## src/acpr_consts.vh

```
// Timing and width constants for the converter host controller.
`ifndef ACPR_CONSTS_VH
`define ACPR_CONSTS_VH
`define ACPR_CLK_PERIOD_PS   5000
`define ACPR_PWRUP_EXT_NS    1000
`define ACPR_PWRUP_INT_NS    25000
`define ACPR_ACQ_NS          30
`define ACPR_EOC_MAX_NS      110
`define ACPR_SAMPLE_MAX_NS   530
`define ACPR_RD_HOLD_CYC     4
`define ACPR_CNT_W           16
`define ACPR_DATA_W          8
`define ACPR_ADDR_W          3
`define ACPR_MODE_HS         1'b0
`define ACPR_MODE_APD        1'b1
`endif

```

## src/acpr_host.v

```verilog
// Host controller that powers up, starts and reads a sampling 8-bit converter.
`timescale 1ns/100ps
`include "acpr_consts.vh"
// Summary of operation
// - Internal reference: no fall before 25 us.
// - High-speed: wait 30 ns after read before start.
// - Auto mode: hold convert_start low past end pulse.
// - Select may stay low; read alone controls access.
// - End pulse may drive select and read directly.
module acpr_host #(
	parameter INT_REF       = 1'b0,
	parameter HAS_PD        = 1'b1,
	parameter PWRUP_INT_CYC = ((`ACPR_PWRUP_INT_NS * 1000) + `ACPR_CLK_PERIOD_PS - 1)
		/ `ACPR_CLK_PERIOD_PS
) (
	// Clock, reset and enable.
	input  wire                     mclk_i,
	input  wire                     reset_n_i,
	input  wire                     clk_en_i,
	// User command side.
	input  wire                     start_i,
	input  wire                     auto_pd_i,
	input  wire                     shutdown_i,
	input  wire [`ACPR_ADDR_W-1:0]  chan_i,
	output wire                     ready_o,
	output reg                      valid_o,
	output reg  [`ACPR_DATA_W-1:0]  data_o,
	output reg                      powered_o,
	// Converter pins.
	output reg                      convert_start_n_o,
	output reg                      power_down_n_o,
	output reg                      device_select_n_o,
	output reg                      read_strobe_n_o,
	output reg  [`ACPR_ADDR_W-1:0]  addr_o,
	input  wire                     end_of_conversion_n_i,
	input  wire [`ACPR_DATA_W-1:0]  data_i
);
	localparam PWRUP_EXT_CYC = ((`ACPR_PWRUP_EXT_NS * 1000) + `ACPR_CLK_PERIOD_PS - 1)
		/ `ACPR_CLK_PERIOD_PS;
	localparam ACQ_CYC  = ((`ACPR_ACQ_NS * 1000) + `ACPR_CLK_PERIOD_PS - 1)
		/ `ACPR_CLK_PERIOD_PS;
	localparam SMP_CYC  = (`ACPR_SAMPLE_MAX_NS * 1000) / `ACPR_CLK_PERIOD_PS;
	localparam RD_CYC   = `ACPR_RD_HOLD_CYC;
	localparam [`ACPR_CNT_W-1:0] PWRUP_CYC = INT_REF ? PWRUP_INT_CYC[`ACPR_CNT_W-1:0]
		: PWRUP_EXT_CYC[`ACPR_CNT_W-1:0];
	localparam [`ACPR_CNT_W-1:0] ACQ_C = ACQ_CYC[`ACPR_CNT_W-1:0];
	localparam [`ACPR_CNT_W-1:0] SMP_C = SMP_CYC[`ACPR_CNT_W-1:0];
	localparam [`ACPR_CNT_W-1:0] RD_C  = RD_CYC[`ACPR_CNT_W-1:0];

	localparam [2:0] S_OFF   = 3'h0;
	localparam [2:0] S_PWRUP = 3'h1;
	localparam [2:0] S_IDLE  = 3'h2;
	localparam [2:0] S_CONV  = 3'h3;
	localparam [2:0] S_READ  = 3'h4;
	localparam [2:0] S_ACQ   = 3'h5;

	reg [2:0]              state_r;
	reg [`ACPR_CNT_W-1:0]  cnt_r;
	reg                    mode_r;
	reg                    eoc_s1_r;
	reg                    eoc_s2_r;
	reg [`ACPR_DATA_W-1:0] dat_s1_r;
	reg [`ACPR_DATA_W-1:0] dat_s2_r;
	genvar                 gi;

	assign ready_o = (state_r == S_IDLE) || (state_r == S_OFF);

	// Counter expiry is tested in several states, so it is decoded once here.
	function cnt_done;
		input [`ACPR_CNT_W-1:0] cnt;
		begin
			cnt_done = (cnt == {`ACPR_CNT_W{1'b0}});
		end
	endfunction

	// Pin inputs are asynchronous to mclk_i, so each passes two flip-flops.
	// The end pulse resets to its idle high level so that no false pulse
	// is seen when reset is released.
	always @(posedge mclk_i or negedge reset_n_i) begin
		if (!reset_n_i) begin
			eoc_s1_r <= 1'b1;
			eoc_s2_r <= 1'b1;
		end else if (clk_en_i) begin
			eoc_s1_r <= end_of_conversion_n_i;
			eoc_s2_r <= eoc_s1_r;
		end
	end

	// Each data bit has its own pair of flip-flops. Bits may settle in
	// different cycles, which is harmless because the read strobe holds
	// the bus steady for longer than the synchroniser delay.
	generate
		for (gi = 0; gi < `ACPR_DATA_W; gi = gi + 1) begin : g_dat_sync
			always @(posedge mclk_i or negedge reset_n_i) begin
				if (!reset_n_i) begin
					dat_s1_r[gi] <= 1'b0;
					dat_s2_r[gi] <= 1'b0;
				end else if (clk_en_i) begin
					dat_s1_r[gi] <= data_i[gi];
					dat_s2_r[gi] <= dat_s1_r[gi];
				end
			end
		end
	endgenerate

	// While clk_en_i is low every register below holds, so the pins freeze
	// too; a frozen read simply stretches the strobes.

	// The device starts powered down, so the host must power it up first.
	always @(posedge mclk_i or negedge reset_n_i) begin
		if (!reset_n_i) begin
			state_r           <= S_OFF;
			cnt_r             <= {`ACPR_CNT_W{1'b0}};
			mode_r            <= `ACPR_MODE_HS;
			convert_start_n_o <= 1'b0;
			power_down_n_o    <= 1'b0;
			device_select_n_o <= 1'b1;
			read_strobe_n_o   <= 1'b1;
			addr_o            <= {`ACPR_ADDR_W{1'b0}};
			valid_o           <= 1'b0;
			data_o            <= {`ACPR_DATA_W{1'b0}};
			powered_o         <= 1'b0;
		end else if (clk_en_i) begin
			valid_o <= 1'b0;
			case (state_r)
			S_OFF: begin
				powered_o <= 1'b0;
				if (start_i) begin
					// A rising edge on either pin wakes the part; power_down_n
					// covers both the pin and the supply-on cases.
					convert_start_n_o <= 1'b1;
					power_down_n_o    <= 1'b1;
					cnt_r             <= PWRUP_CYC;
					state_r           <= S_PWRUP;
				end
			end
			S_PWRUP: begin
				// Waiting the full time also covers the internal reference limit.
				// The deferred start is never used, which costs at most one
				// power-up interval per wake but keeps both references alike.
				if (!cnt_done(cnt_r)) begin
					cnt_r <= cnt_r - 1'b1;
				end else begin
					powered_o <= 1'b1;
					state_r   <= S_IDLE;
				end
			end
			S_IDLE: begin
				// Without a power-down pin the part can only sleep through
				// auto mode, so a shutdown request is ignored then.
				if (shutdown_i && HAS_PD) begin
					power_down_n_o <= 1'b0;
					state_r        <= S_OFF;
				end else if (start_i) begin
					mode_r            <= auto_pd_i ? `ACPR_MODE_APD : `ACPR_MODE_HS;
					addr_o            <= chan_i;
					convert_start_n_o <= 1'b0;
					cnt_r             <= SMP_C;
					state_r           <= S_CONV;
				end
			end
			S_CONV: begin
				// High-speed mode raises the start pin before the end pulse.
				if (mode_r == `ACPR_MODE_HS)
					convert_start_n_o <= 1'b1;
				if (!cnt_done(cnt_r))
					cnt_r <= cnt_r - 1'b1;
				// The end pulse lasts at most 110 ns, so it is caught on
				// its falling level; the read then also cuts it short.
				if (!eoc_s2_r) begin
					device_select_n_o <= 1'b0;
					read_strobe_n_o   <= 1'b0;
					cnt_r             <= RD_C;
					state_r           <= S_READ;
				end
			end
			S_READ: begin
				// The strobes stay low long enough for the data to pass both
				// synchroniser stages before it is taken.
				if (!cnt_done(cnt_r)) begin
					cnt_r <= cnt_r - 1'b1;
				end else begin
					data_o            <= dat_s2_r;
					valid_o           <= 1'b1;
					device_select_n_o <= 1'b1;
					read_strobe_n_o   <= 1'b1;
					cnt_r             <= (mode_r == `ACPR_MODE_APD) ? SMP_C : ACQ_C;
					state_r           <= S_ACQ;
				end
			end
			S_ACQ: begin
				// In auto mode the start pin stays low past the end pulse.
				if (!cnt_done(cnt_r)) begin
					cnt_r <= cnt_r - 1'b1;
				end else if (mode_r == `ACPR_MODE_APD) begin
					powered_o <= 1'b0;
					state_r   <= S_OFF;
				end else begin
					state_r <= S_IDLE;
				end
			end
			default: state_r <= S_OFF;
			endcase
		end
	end
endmodule

```

## config.mk

```make
export PLATFORM = sky130hd
export DESIGN_NAME = acpr_host
export DESIGN_NICKNAME = d
export VERILOG_FILES = /design/src/acpr_host.v
export VERILOG_INCLUDE_DIRS = /design/src
export SDC_FILE = /design/constraint.sdc
export NUM_CORES = 1
export LEC_CHECK = 0
export CORE_AREA = 2 2 75 77
export CTS_CLUSTER_DIAMETER = 40
export DETAILED_ROUTE_END_ITERATION = 7
export DIE_AREA = 0 0 77 79
export DONT_BUFFER_PORTS = 1
export PLACE_DENSITY_LB_ADDON = 0.15
export SYNTH_ARGS = -nofsm -noshare
export SYNTH_HDL_FRONTEND = slang
export SYNTH_SLANG_ARGS = --single-unit
export TNS_END_PERCENT = 50
```

## constraint.sdc

```tcl
create_clock -name mclk_i -period 6.04 [get_ports mclk_i]
set_input_delay 0.302 -clock mclk_i [delete_from_list [all_inputs] [get_ports mclk_i]]
set_output_delay 0.302 -clock mclk_i [all_outputs]
set_load 0.1 [all_outputs]
```

-- Word-level counts from Yosys, hierarchy flattened
Index checks and enable logic that the tools add are counted.
- $add $sub $neg: 1
- eq/ne operators: 16
- multiplexer cells: 33
- bitwise operators: 1
- reduce and logical (&&, ||, !) cells: 17
- operators with widths (operator ; count):
    2-to-1 mux 16 bit ; 6
    case mux 16 bit (5 select lines) ; 1
    2-to-1 mux 3 bit ; 7
    inequality test 2 bit, second input constant ; 10
    case mux 3 bit (6 select lines) ; 1
    logical NOT 16 bit ; 1
    subtractor 16 x 1 -> 16 bit, second input constant ; 1
    2-to-1 mux 1 bit ; 12
    AND reduction 4 bit ; 3
    AND reduction 5 bit ; 2
    2-to-1 mux 7 bit ; 1
    AND reduction 7 bit ; 1
    == test 3 x 2 -> 1 bit, second input constant ; 2
    == test 3 bit, second input constant ; 2
    case mux 1 bit (3 select lines) ; 2
    AND reduction 6 bit ; 1
    nonzero test 3 bit ; 2
    nonzero test 5 bit ; 1
    case mux 1 bit (2 select lines) ; 2
    nonzero test 2 bit ; 2
    == test 3 x 1 -> 1 bit, second input constant ; 1
    logical NOT 3 bit ; 1
    inequality test 3 bit, second input constant ; 1
    AND reduction 3 bit ; 1
    4 further kinds ; 4
- flip-flop bits (word level): 54
- input bits: 18
- output and inout port bits: 18
- word-level logic and storage cells: 96

-- Longest topological paths before layout
Gate-level depths: netlist of the first run.
- depth after elaboration: 4
- gate-level depth with buffers: 10
- mapped depth without buffers: 10

-- Least setup slack after synthesis of the first run
OpenSTA, ideal clock, no wires.
- kind: flip-flop to flip-flop
- from: reg state_r[0]
- to: reg cnt_r[7]
- setup time: 0.135 ns
- data arrival time: 2.309 ns
- data required time: 5.905 ns
- setup slack: 3.596 ns
- cell stages (with the launch flop): 8
- buffers on the path: 2
- period minus slack after synthesis: 2.444 ns
- cell sequence: dfrtp_1 -> clkbuf_1 -> or2_2 -> buf_2 -> clkinv_1 -> and4_1 -> a21oi_1 -> o211ai_1
- cells in the longest elaborated chain, start to end: 4
- elaborated cells on any way between the ends: 13
- those cells by class: eq/ne (8); mux (1); reduce/logical (4)
- RTL lines (item ; line ; RTL):
    from (decl) ; acpr_host.v:57 ; reg [2:0] state_r;
    from (signal assigned) ; acpr_host.v:112 ; state_r <= S_OFF;
    from (signal assigned) ; acpr_host.v:134 ; state_r <= S_PWRUP;
    from (signal assigned) ; acpr_host.v:145 ; state_r <= S_IDLE;
    == test 3 bit / == test 3 x 1 -> 1 bit (equally long branches) ; acpr_host.v:125 ; case (state_r)
    OR reduction 2 bit (no source line) ; -- ;
    nonzero test 5 bit (no source line) ; -- ;
    AND reduction 5 bit (no source line) ; -- ;
    to (signal assigned) ; acpr_host.v:113 ; cnt_r <= {`ACPR_CNT_W{1'b0}};
    to (signal assigned) ; acpr_host.v:142 ; cnt_r <= cnt_r - 1'b1;
    to (signal assigned) ; acpr_host.v:167 ; cnt_r <= cnt_r - 1'b1;
    to (decl) ; acpr_host.v:58 ; reg [`ACPR_CNT_W-1:0] cnt_r;
Several ways; a longest one is shown, not always the timed one.
A chain may end at the register's enable or synchronous reset.

-- Final worst setup path of the first run
- from: reg cnt_r[7]
- to: reg cnt_r[0]
- cells in the longest elaborated chain, start to end: 4
- elaborated cells on any way between the ends: 5
- those cells by class: mux (4); reduce/logical (1)
- RTL lines (item ; line ; RTL):
    logical NOT 16 bit * ; acpr_host.v:72 ; cnt_done = (cnt == {`ACPR_CNT_W{1'b0}});
    2-to-1 mux 16 bit (2 in a row) ; -- ;
    case mux 16 bit (5 select lines) * ; acpr_host.v:125 ;
Every way passes the cells marked *; elsewhere a longest branch is shown, timed or not.

==> out/results.md, run 1 <==
| Result | This run |
|:---|:---|
| Outcome | complete, no violations |
| Final Routed Wirelength | 6028 um |
| Most used flip-flop cell after synthesis | dfrtp_1 |
| Combinational family with the most area after synthesis | compound AO/OA/AOI/OAI gates |
| Layout cells sized above 1 | 17.44% |
| Hold Crit Endpoint | valid_o$_DFFE_PN0P_ |
| Number of endpoints failing setup at the final stage | 0 |
| Congestion Overflow GR | 0 |
| Initial core utilization | 53.26% |
| Cells resized by post-CTS repair | 0 |
| Top Usage Layer GRT | met2 |
| Depth of the CTS H-tree | 2 |
| Vias per cell | 6.178 |
| Antenna violations before repair | 0 |
| Worst reg-to-reg setup slack | 3.32 ns |
| Worst supply voltage drop on vdd | 157.3 uV |
| Clock Sink Count | 54 |
| Met1 routing resource usage after global routing | 30.35% |
| Setup clock skew after layout | 0.01195 ns |
| Post-synthesis async set-or-reset flop share | 100.0% |
| Final HPWL from detailed placement | 4140 um |
| Area fraction in compound gates after synthesis | 19.01% |
| Global-route wire length before repair | 10,460 um |
| Number of cells on the worst hold path | 1 |
| Worst Reg-to-Reg Cells | 9 |
| Sum of negative setup slack | 0 ns |
| Post-route fraction of the period consumed by the critical path | 45.06% |
| Synthesized-area fraction occupied by and/or/nand/nor cells | 15.36% |
| Ranking of synthesized cells by area | dfrtp_1 45%, mux2_2 11%, o21ai_0 3.7% |
| DRC marker count from the first detailed-route iteration | 155 |
| IO buf count | 0 |
| Xor/xnor share of the synthesized area | 0.6162% |
| Flip-flop and latch count after synthesis | 54 |
| Multiplexer share of the synthesized area | 11.49% |
| Shortest period the worst path allows | 2.722 ns |
| CTS tree | yes |
| Hold path startpoint | clk_en_i |
| Ratio of total power to cell area | 339.1 nW/um^2 |
| Setup repair after global routing missed its margin | false |
| Crit-path max FO | 6 |
| Net load switching power | 0.3658 mW |
| Instance count of the mapped netlist | 284 |
| Post-synthesis cell area | 2843 sq um |
| Number of enable flip-flop cells after synthesis | 0 |
| Overall die height | 79 um |
| Synth unique cells | 50 |
| Fmax | 367.4 MHz |
| Area of the multi-input gates | 1359 sq um |
| Global routing usage on met3 | 4.886% |
| Buffers & Inverters on Critical Path | 1 |
| Worst setup slack after layout | 3.318 ns |
| Most common cell on crit path | nor2_1 |
| CTS clk-pin slew, worst paths | 0.10 ns |
| Slew Viols, Final | 0 |
| N_diodes | 0 |
| GPL Wtd Cong | 0.8608 |
| Path category of the worst min-delay check | in -> reg |
| Maximum number of pins on one net before global-route repair | 55 |
| Leak pwr | 1.254 nW |
| Crit path depth | 9 |
| Worst setup slack after placement | 3.374 ns |
| Die X | 77 um |
| Tightest slew margin relative to the limit | 33.11% |
| Net count after synthesis | 305 |
| Endpoint arrival time on the critical path | 2.90 ns |
| Seq. cell area | 1355 sq um |
| Maximum clock insertion buffer count | 2 |
| Worst-Skew Late Latency | 0.31 ns |
| Worst-margin pin slew | 0.9972 ns |
| DRC violations left | 0 |
| Worst path required time | 6.22 ns |
| Syn_area_per_cell | 10.01 sq um |
| Number of standard-cell rows in the floorplan | 27 |
| YS warnings | 0 |
| Clock group share of total power | 23.6% |
| Fill cell count | 484 |
| Sequential share of the synthesized area | 47.67% |
| Overall fraction of global-route tracks in use | 21.56% |
| CORE AREA | 5338 sq um |
| Final hold vios | 0 |
| Clk Tree Root Cell | clkbuf_8 |
| Area Overhead vs Synth | 6.734% |
| Cts bufs inserted | 5 |
| First drt pass iteration count | 4 |
| Post-DR wirelength/cell | 17.08 um |
| Maxcap violations | 0 |
| Critical-path top delay cell | nor4_1 |
| Vias in the first global route | 2,106 |
| Crit path launch type | register |
| WS Path Type | reg -> reg |
| Sequence of cells on the critical path | nor4_1 > nand2_1 > nor2_1 > inv_1 > ha_1 > nor2_1 > a31oi_1 > o22a_1 > o21ai_0 |
| Area enclosed by the die boundary | 6083 sq um |
| Relative contribution of sequential cells to total power | 50.0% |
| Met2 Usage GRT | 33.07% |
| Worst path max stage delay | 0.67 ns |
| Internal power consumption | 0.6630 mW |
| Family with the most delay on the worst path | simple AND/OR/NAND/NOR gates |
| Final net count | 301 |
| IO Pins | 36 |
| Switching power share of the total | 35.55% |
| Worst setup EP type | register |
| Synth area leader | dfrtp_1 |
| Remaining antenna violation count after routing | 0 |
| Adder-cell area share of the yosys netlist | 1.320% |
| Reg-to-Reg Start | cnt_r[7]$_DFFE_PN0P_ |
| Area share of the largest cell type after synthesis | 44.89% |
| Overall via count from detail_route | 2,181 |
| Relative contribution of combinational cells to total power | 26.4% |
| Critical R2R Capture | cnt_r[0]$_DFFE_PN0P_ |
==> final cells by class <==
class	instances	share of cell area [%]
Clock buffer	6	2.392
Clock inverter	2	1.237
Inverter	16	1.979
Multi-Input combinational cell	198	44.78
Sequential cell	54	44.66
Tap cell	72	2.969
Timing Repair Buffer	5	1.979
==> sequential cells by signal, indices dropped and copies added, names as in the netlist, 3 cells and up <==
signal	cells
dat_s1_r	8
cnt_r	16
dat_s2_r	8
state_r	3
data_o	8
addr_o	3
==> metrics by stage <==
stage | cell area (sq um) | util, % | power [mW] | hold WS, ns | std cells
CTS | 3034 | 56.84 | 1.039 | 0.09293 | 353
detailed placement | 2887 | 54.08 | 0.7816 | 0.007709 | 343
floorplan | 2843 | - | 0.7224 | 0.006409 | 284
global route | 3034 | 56.84 | 1.105 | 0.09441 | 353
global placement | 2887 | 54.08 | 0.7791 | 0.007576 | 343
finish | 3034 | 56.84 | 1.029 | 0.1066 | 353
==> layer usage <==
layer	vias to the layer above	part of all wire, %	wire length (um)
met3	4	7.7	467
met1	1064	45	2707
met4	0	0.95	57
met5	-	0	0
met2	78	46	2796
li1	1035	-	-
==> cells in the final DEF, fill, tap and decap left out, types with 3 or more instances in the layout <==
master / instances
dfrtp_1: 51
mux2_2: 29
o21ai_0: 21
nor2_1: 18
nand2_1: 18
inv_1: 15
o211ai_1: 9
a21oi_1: 9
nand3_1: 8
nor3_1: 8
a211oi_1: 6
a31oi_1: 6
nor4_1: 5
clkbuf_8: 5
o21bai_1: 4
a22oi_1: 4
or2_2: 3
a21boi_0: 3
o221ai_1: 3
or4_1: 3
and4_1: 3
o22ai_1: 3
o31ai_1: 3
nand2b_1: 3
ha_1: 3
dfstp_2: 3
buf_4: 3
==> power by group through the flow <==
stage | Clock [mW] | Sequential, mW | Combinational [mW]
2_1_floorplan | 0 | 0.495 | 0.228
3_3_place_gp | 0 | 0.519 | 0.260
3_5_place_dp | 0 | 0.520 | 0.262
4_1_cts | 0.253 | 0.513 | 0.273
5_1_grt | 0.267 | 0.527 | 0.311
6_report | 0.242 | 0.514 | 0.272
==> worst max path at each step <==
stage                                start                    to  slack (ns)
floorplan           state_r[0]$_DFFE_PN0P_  cnt_r[7]$_DFFE_PN0P_        3.60
global placement    state_r[2]$_DFFE_PN0P_  cnt_r[7]$_DFFE_PN0P_        3.42
detailed placement    cnt_r[7]$_DFFE_PN0P_  cnt_r[0]$_DFFE_PN0P_        3.37
CTS                   cnt_r[7]$_DFFE_PN0P_  cnt_r[0]$_DFFE_PN0P_        3.34
global route          cnt_r[7]$_DFFE_PN0P_  cnt_r[0]$_DFFE_PN0P_        3.01
finish                cnt_r[7]$_DFFE_PN0P_  cnt_r[0]$_DFFE_PN0P_        3.32
==> synthesized netlist by cell type, drive strengths merged, types with 2 or more instances <==
master and count:
nor3 8, nand3 8, nand2b 3, nor4 5, buf 7, a21boi 3, dfstp 3, dfrtp 51
a211oi 6, or3 3, or2 3, inv 15, nand2 18, nor2b 2, nand3b 2, o21bai 4
o221ai 3, a21oi 9, clkbuf 9, a31oi 6, nor2 18, o31ai 3, and2 2, o211ai 9
o22ai 3, a2bb2oi 2, o21ai 21, ha 3, and4 3, mux2 29, or4 5, a22oi 4
==> logic make-up (layout without fill, tap and decap cells) <==
kind of cell    after synthesis  in the layout
fa+ha+maj                     3              3
compound gates               81             81
xor+xnor                      2              2
flops                        54             54
simple gates                 83             83
buf+inv                      32             29
mux                          29             29
==> timing repair <==
action                                 4_1_cts  5_1_grt
buffers inserted                             0        0
hold buffers                                 2        0
endpoints found under the hold margin       54        0
(Power assumes the default switching activity.)
==> run 2, diff against run 1 <==
==> constraint.sdc (replaced) <==
create_clock -name mclk_i -period 2.53 [get_ports mclk_i]
set_input_delay 0.1265 -clock mclk_i [delete_from_list [all_inputs] [get_ports mclk_i]]
set_output_delay 0.1265 -clock mclk_i [all_outputs]
set_load 0.1 [all_outputs]
==> out/results.md, run 2 (synthesis results as in run 1) <==
| Result | This run | vs previous |
|:---|:---|:---|
| DRC violations left | 0 | unchanged |
| IO buf count | 0 | unchanged |
| Antenna violations before repair | 0 | unchanged |
| Worst setup slack after placement | 0.02639 ns | -3.348 ns |
| Number of standard-cell rows in the floorplan | 27 | unchanged |
| Worst setup EP type | register |  |
| Global-route wire length before repair | 11,120 um | +6.3% |
| Wire length on met1 | 2770 um | +2.3% |
| Register with the most flip-flops | cnt_r |  |
| Slew Viols, Final | 0 | unchanged |
| N_diodes | 0 | unchanged |
| CORE AREA | 5338 sq um | unchanged |
| Area Overhead vs Synth | 17.47% |  |
| Initial core utilization | 53.26% | unchanged |
| Post-route fraction of the period consumed by the critical path | 94.62% | +50 points |
| Final hold vios | 0 | unchanged |
| Number of endpoints failing setup at the final stage | 0 | unchanged |
| Outcome | complete, no violations |  |
| Maxcap violations | 0 | unchanged |
| Worst-margin pin slew | 0.9134 ns | -0.08384 ns |
| Crit path launch type | register |  |
| First drt pass iteration count | 4 | unchanged |
| Die X | 77 um | unchanged |
| Depth of the CTS H-tree | 2 | unchanged |
| Vias in the first global route | 2,347 | +11% |
| Ratio of total power to cell area | 756.2 nW/um^2 | +120% |
| Fmax | 417.7 MHz | +14% |
| CTS tree | yes |  |
| Most frequent standard cell in the layout excluding fill and tap cells | dfrtp_1 |  |
| Clock Sink Count | 54 | unchanged |
| Vias per cell | 5.941 | -3.8% |
| Fill cell count | 477 | -1.4% |
| CTS clk-pin slew, worst paths | 0.10 ns | about the same |
| Worst-Skew Late Latency | 0.31 ns | about the same |
| Setup clock skew after layout | 0.004444 ns | -0.007508 ns |
| Setup repair after global routing missed its margin | false |  |
| Maximum number of pins on one net before global-route repair | 55 | unchanged |
| IO Pins | 36 | unchanged |
| Area enclosed by the die boundary | 6083 sq um | unchanged |
| Worst supply voltage drop on vdd | 386.8 uV | +150% |
| Clk Tree Root Cell | clkbuf_8 |  |
| Cts bufs inserted | 5 | unchanged |
| Leak pwr | 1.417 nW | +13% |
| Overall via count from detail_route | 2,305 | +5.7% |
| Shortest period the worst path allows | 2.394 ns | -0.3278 ns |
| Remaining antenna violation count after routing | 0 | unchanged |
| Sum of negative setup slack | 0 ns | unchanged |
| Number of flip-flops in the largest register | 16 | unchanged |
| Utilization of the core after routing | 62.56% | +5.7 points |
| Path category of the worst min-delay check | in -> reg |  |
| Layout cells sized above 1 | 23.42% | +6.0 points |
| Maximum clock insertion buffer count | 2 | unchanged |
| Final net count | 336 | +12% |
| Overall fraction of global-route tracks in use | 22.70% | +1.1 points |
| WS Path Type | reg -> reg |  |
| Final Routed Wirelength | 6267 um | +4.0% |
| Final HPWL from detailed placement | 4260 um | +2.9% |
| Endpoint arrival time on the critical path | 2.63 ns | -0.27 ns |
| Congestion Overflow GR | 0 | unchanged |
| Post-DR wirelength/cell | 16.15 um | -5.4% |
| Tightest slew margin relative to the limit | 38.91% | +5.8 points |
| Most used cells in the layout excluding fill and tap cells | 51 x dfrtp_1, 29 x mux2_2, 24 x buf_4 |  |
| Crit-path max FO | 3 | -3 |
| Met2 wire length | 3024 um | +8.2% |
| Top layer reached by signal wires | met4 |  |
| Total length of routed met3 wires | 394 um | -16% |
| Worst setup slack after layout | 0.1360 ns | -3.182 ns |
| Overall die height | 79 um | unchanged |
| GPL Wtd Cong | 0.8649 | +0.48% |
| DRC marker count from the first detailed-route iteration | 171 | +10% |
| Worst path required time | 2.77 ns | -3.45 ns |
==> run 2: area by class of cell <==
class | count | area (sq um) | area share, %
clock buffers | 6 | 82.58 | 2.473
clock inverters | 2 | 20.02 | 0.5995
inverters | 16 | 60.06 | 1.798
multi-input cells | 198 | 1374 | 41.14
flip-flops and latches | 54 | 1355 | 40.58
well taps | 72 | 90.09 | 2.698
repair buffers | 40 | 357.8 | 10.72
==> run 2: power breakdown <==
part / leakage, nW / internal, mW / total (mW) / switching (mW)
sequential: 0.656 / 1.01 / 1.16 / 0.153
clock: 0.0537 / 0.233 / 0.538 / 0.305
combinational: 0.708 / 0.357 / 0.825 / 0.468
==> run 2: critical path: stages (launching register included) <==
cell and delay (ns):
dfrtp_1 0.42, inv_2 0.11, ha_4 0.15, or3b_4 0.38, or4_4 0.43, or4_4 0.48
o21bai_1 0.16, a22oi_1 0.19
==> run 2: path summary, 6_finish.rpt <==
check	startpoint	end	slack (ns)	cells past startpoint
min in group asynchronous	reset_n_i	power_down_n_o$_DFFE_PN0P_	0.33	2
min reg2reg	dat_s1_r[3]$_DFFE_PN0P_	dat_s2_r[3]$_DFFE_PN0P_	0.51	1
max in group asynchronous	reset_n_i	read_strobe_n_o$_DFFE_PN1P_	1.92	2
max reg2reg	cnt_r[0]$_DFFE_PN0P_	cnt_r[14]$_DFFE_PN0P_	0.14	7
max	cnt_r[0]$_DFFE_PN0P_	cnt_r[14]$_DFFE_PN0P_	0.14	7
min	shutdown_i	power_down_n_o$_DFFE_PN0P_	0.03	3
==> run 2: repair_timing <==
item,4_1_cts,5_1_grt
setup buffers,0,1
endpoints found under the hold margin,79,0
hold buffers,16,0
endpoints found under the setup margin,0,2
gates resized for setup,0,4
==> run 2: metal layers <==
layer,global-route usage [%],up-vias
li1,-,1112
met1,30.57,1099
met2,37.11,84
met3,4.886,10
met4,6.964,0
met5,0,-
==> run 2: metrics by stage <==
stage	instance area (sq um)	hold slack [ns]	total power, mW	cells
after global routing	3339	0.04188	2.700	388
final	3339	0.02739	2.525	388
after detailed placement	3037	-0.1679	1.920	363
after global placement	3037	-0.1679	1.907	363
after CTS	3317	0.01180	2.510	387
after floorplan	2843	-0.1691	1.725	284
==> run 3, diff against run 2 <==
--- a/config.mk
+++ b/config.mk
@@ -6,11 +6,12 @@
 export SDC_FILE = /design/constraint.sdc
 export NUM_CORES = 1
 export LEC_CHECK = 0
-export CORE_AREA = 2 2 75 77
+export CORE_AREA = 2 2 88 90
 export CTS_CLUSTER_DIAMETER = 40
 export DETAILED_ROUTE_END_ITERATION = 7
-export DIE_AREA = 0 0 77 79
+export DIE_AREA = 0 0 90 92
 export DONT_BUFFER_PORTS = 1
+export GPL_TIMING_DRIVEN = 0
 export PLACE_DENSITY_LB_ADDON = 0.15
 export SYNTH_ARGS = -nofsm -noshare
 export SYNTH_HDL_FRONTEND = slang
==> constraint.sdc (replaced) <==
create_clock -name mclk_i -period 2.35 [get_ports mclk_i]
set_input_delay 0.1175 -clock mclk_i [delete_from_list [all_inputs] [get_ports mclk_i]]
set_output_delay 0.1175 -clock mclk_i [all_outputs]
set_load 0.1 [all_outputs]
==> out/results.md, run 3 (synthesis results as in run 1) <==
| Result | This run | vs previous |
|:---|:---|:---|
| Final Routed Wirelength | 6856 um | +9.4% |
| Final net count | 331 | -1.5% |
| Antenna violations before repair | 0 | unchanged |
| Area enclosed by the die boundary | 8280 sq um | +36% |
| Worst setup slack after layout | -0.04060 ns | -0.1766 ns |
| Remaining antenna violation count after routing | 0 | unchanged |
| Ratio of total power to cell area | 859.1 nW/um^2 | +14% |
| Post-route fraction of the period consumed by the critical path | 101.7% | +7.1 points |
| Overall die height | 92 um | +16% |
| Minimum hold slack | 0.007223 ns | -0.02016 ns |
| Tightest slew margin relative to the limit | 38.68% | -0.22 points |
| Cts bufs inserted | 5 | unchanged |
| Global-route wire length before repair | 11,850 um | +6.6% |
| Final HPWL from detailed placement | 4659 um | +9.4% |
| Maximum clock insertion buffer count | 2 | unchanged |
| Maximum number of pins on one net before global-route repair | 55 | unchanged |
| DRC marker count from the first detailed-route iteration | 140 | -18% |
| Initial core utilization | 38.17% | -15 points |
| Most used cells in the layout excluding fill and tap cells | 51 x dfrtp_1, 29 x mux2_2, 19 x o21ai_0 |  |
| Most frequent standard cell in the layout excluding fill and tap cells | dfrtp_1 |  |
| N_diodes | 0 | unchanged |
| Worst supply voltage drop on vdd | 425.3 uV | +10% |
| Worst setup EP type | register |  |
| Die X | 90 um | +17% |
| Layout cells sized above 1 | 23.79% | +0.38 points |
| IO buf count | 0 | unchanged |
| Clock Sink Count | 54 | unchanged |
| Crit-path max FO | 3 | unchanged |
| Endpoint arrival time on the critical path | 2.62 ns | about the same |
| CTS tree | yes |  |
| Total power | 2.915 mW | +15% |
| Number of flip-flops in the largest register | 16 | unchanged |
| Fmax | 418.3 MHz | +0.14% |
| Cell area after placement | 2972 sq um | -2.1% |
| Register with the most flip-flops | cnt_r |  |
| Sum of negative setup slack | -0.07693 ns | -0.07693 ns |
| Area Overhead vs Synth | 19.37% |  |
| DRC violations left | 0 | unchanged |
| Maxcap violations | 0 | unchanged |
| Area of the multi-input gates | 1455 sq um | +5.9% |
| Setup repair after global routing missed its margin | true |  |
| Path category of the worst min-delay check | in -> reg |  |
| Congestion Overflow GR | 0 | unchanged |
| Worst path required time | 2.58 ns | -0.19 ns |
| Violations in the final reports | setup timing |  |
| WS Path Type | reg -> reg |  |
| Slew Viols, Final | 0 | unchanged |
| Fill cell count | 756 | +58% |
| Number of standard-cell rows in the floorplan | 32 | +19% |
| Leak pwr | 1.383 nW | -2.5% |
| Overall fraction of global-route tracks in use | 17.61% | -5.1 points |
| Outcome | complete, but fails checks |  |
| First drt pass iteration count | 4 | unchanged |
| Design Area, Final | 3393 sq um | +1.6% |
| Post-DR wirelength/cell | 16.60 um | +2.8% |
| Clk Tree Root Cell | clkbuf_8 |  |
| Worst-Skew Late Latency | 0.32 ns | about the same |
| Number of endpoints failing setup at the final stage | 2 | +2 |
| Depth of the CTS H-tree | 2 | unchanged |
| GPL Wtd Cong | 0.8077 | -6.6% |
| Seq. cell area | 1355 sq um | unchanged |
| Worst-margin pin slew | 0.9197 ns | +0.006372 ns |
| CTS clk-pin slew, worst paths | 0.10 ns | about the same |
| Crit path launch type | register |  |
| Vias in the first global route | 2,342 | -0.21% |
| Vias per cell | 5.608 | -5.6% |
| Overall via count from detail_route | 2,316 | +0.48% |
| Shortest period the worst path allows | 2.391 ns | -0.003387 ns |
| CORE AREA | 7447 sq um | +40% |
| Final hold vios | 0 | unchanged |
| IO Pins | 36 | unchanged |
| Setup clock skew after layout | 0.008093 ns | +0.003649 ns |
| Worst setup slack after placement | -0.3424 ns | -0.3688 ns |
==> run 3: cell count changes in the layout (fill, tap and decap cells not counted), moves of 2 or more <==
cell      change
buf_1         +2
nand3_1       -2
o21ai_0       -2
nand3_2       +2
buf_4        -17
nor4_4        +3
clkbuf_1      +6
nor4_1        -3
buf_2         +3
o21ai_1       +2
==> run 3: worst paths after layout <==
check | startpoint | endpoint | slack, ns | depth (start not counted)
worst max register to register | cnt_r[0]$_DFFE_PN0P_ | cnt_r[8]$_DFFE_PN0P_ | -0.04 | 7
worst min register to register | dat_s2_r[2]$_DFFE_PN0P_ | data_o[2]$_DFFE_PN0P_ | 0.51 | 1
worst min-delay path | shutdown_i | power_down_n_o$_DFFE_PN0P_ | 0.007 | 3
max in group asynchronous | reset_n_i | read_strobe_n_o$_DFFE_PN1P_ | 1.74 | 2
worst max-delay path | cnt_r[0]$_DFFE_PN0P_ | cnt_r[8]$_DFFE_PN0P_ | -0.04 | 7
min in group asynchronous | reset_n_i | cnt_r[4]$_DFFE_PN0P_ | 0.33 | 2
==> run 3: power breakdown <==
part / switching, mW / total [mW] / internal [mW]
logic: 0.491 / 0.907 / 0.416
clock network: 0.332 / 0.656 / 0.324
registers: 0.268 / 1.35 / 1.09
total: 1.09 / 2.92 / 1.82
==> run 3: final cells by class <==
class,instances,share of cell area [%]
Multi-Input combinational cell,198,42.88
Clock buffer,5,2.028
Sequential cell,54,39.93
Inverter,16,1.807
Buffer,14,1.917
Timing Repair Buffer,21,6.268
Clock inverter,3,1.401
Tap cell,102,3.761
==> run 3: repair_timing <==
item / CTS / global route
setup endpoints to repair: 24 / 20
endpoints found under the hold margin: 67 / 0
pin swaps: 0 / 2
gates resized for setup: 14 / 9
hold buffers: 15 / 0
buffers inserted: 2 / 4
==> run 3: metal layers <==
layer / global-route usage [%] / routed length [um] / vias to the layer above
met3: 3.533 / 330 / 9
met2: 29.20 / 3251 / 64
met1: 23.10 / 3177 / 1136
met5: 0 / 0 / -
li1: - / - / 1107
met4: 6.026 / 97 / 0
==> run 3: worst max-delay path, stage by stage, from the launching register on <==
cell and delay, ns:
dfrtp_1 0.41, inv_2 0.10, ha_4 0.14, or3b_4 0.39, or3_2 0.48, a2111o_1 0.43, o21bai_1 0.16, a22oi_1 0.19
==> run 3: metrics by stage <==
stage / util [%] / instances
2_1_floorplan: - / 284
3_3_place_gp: 39.90 / 386
3_5_place_dp: 39.90 / 386
4_1_cts: 44.83 / 411
5_1_grt: 45.56 / 413
6_report: 45.56 / 413
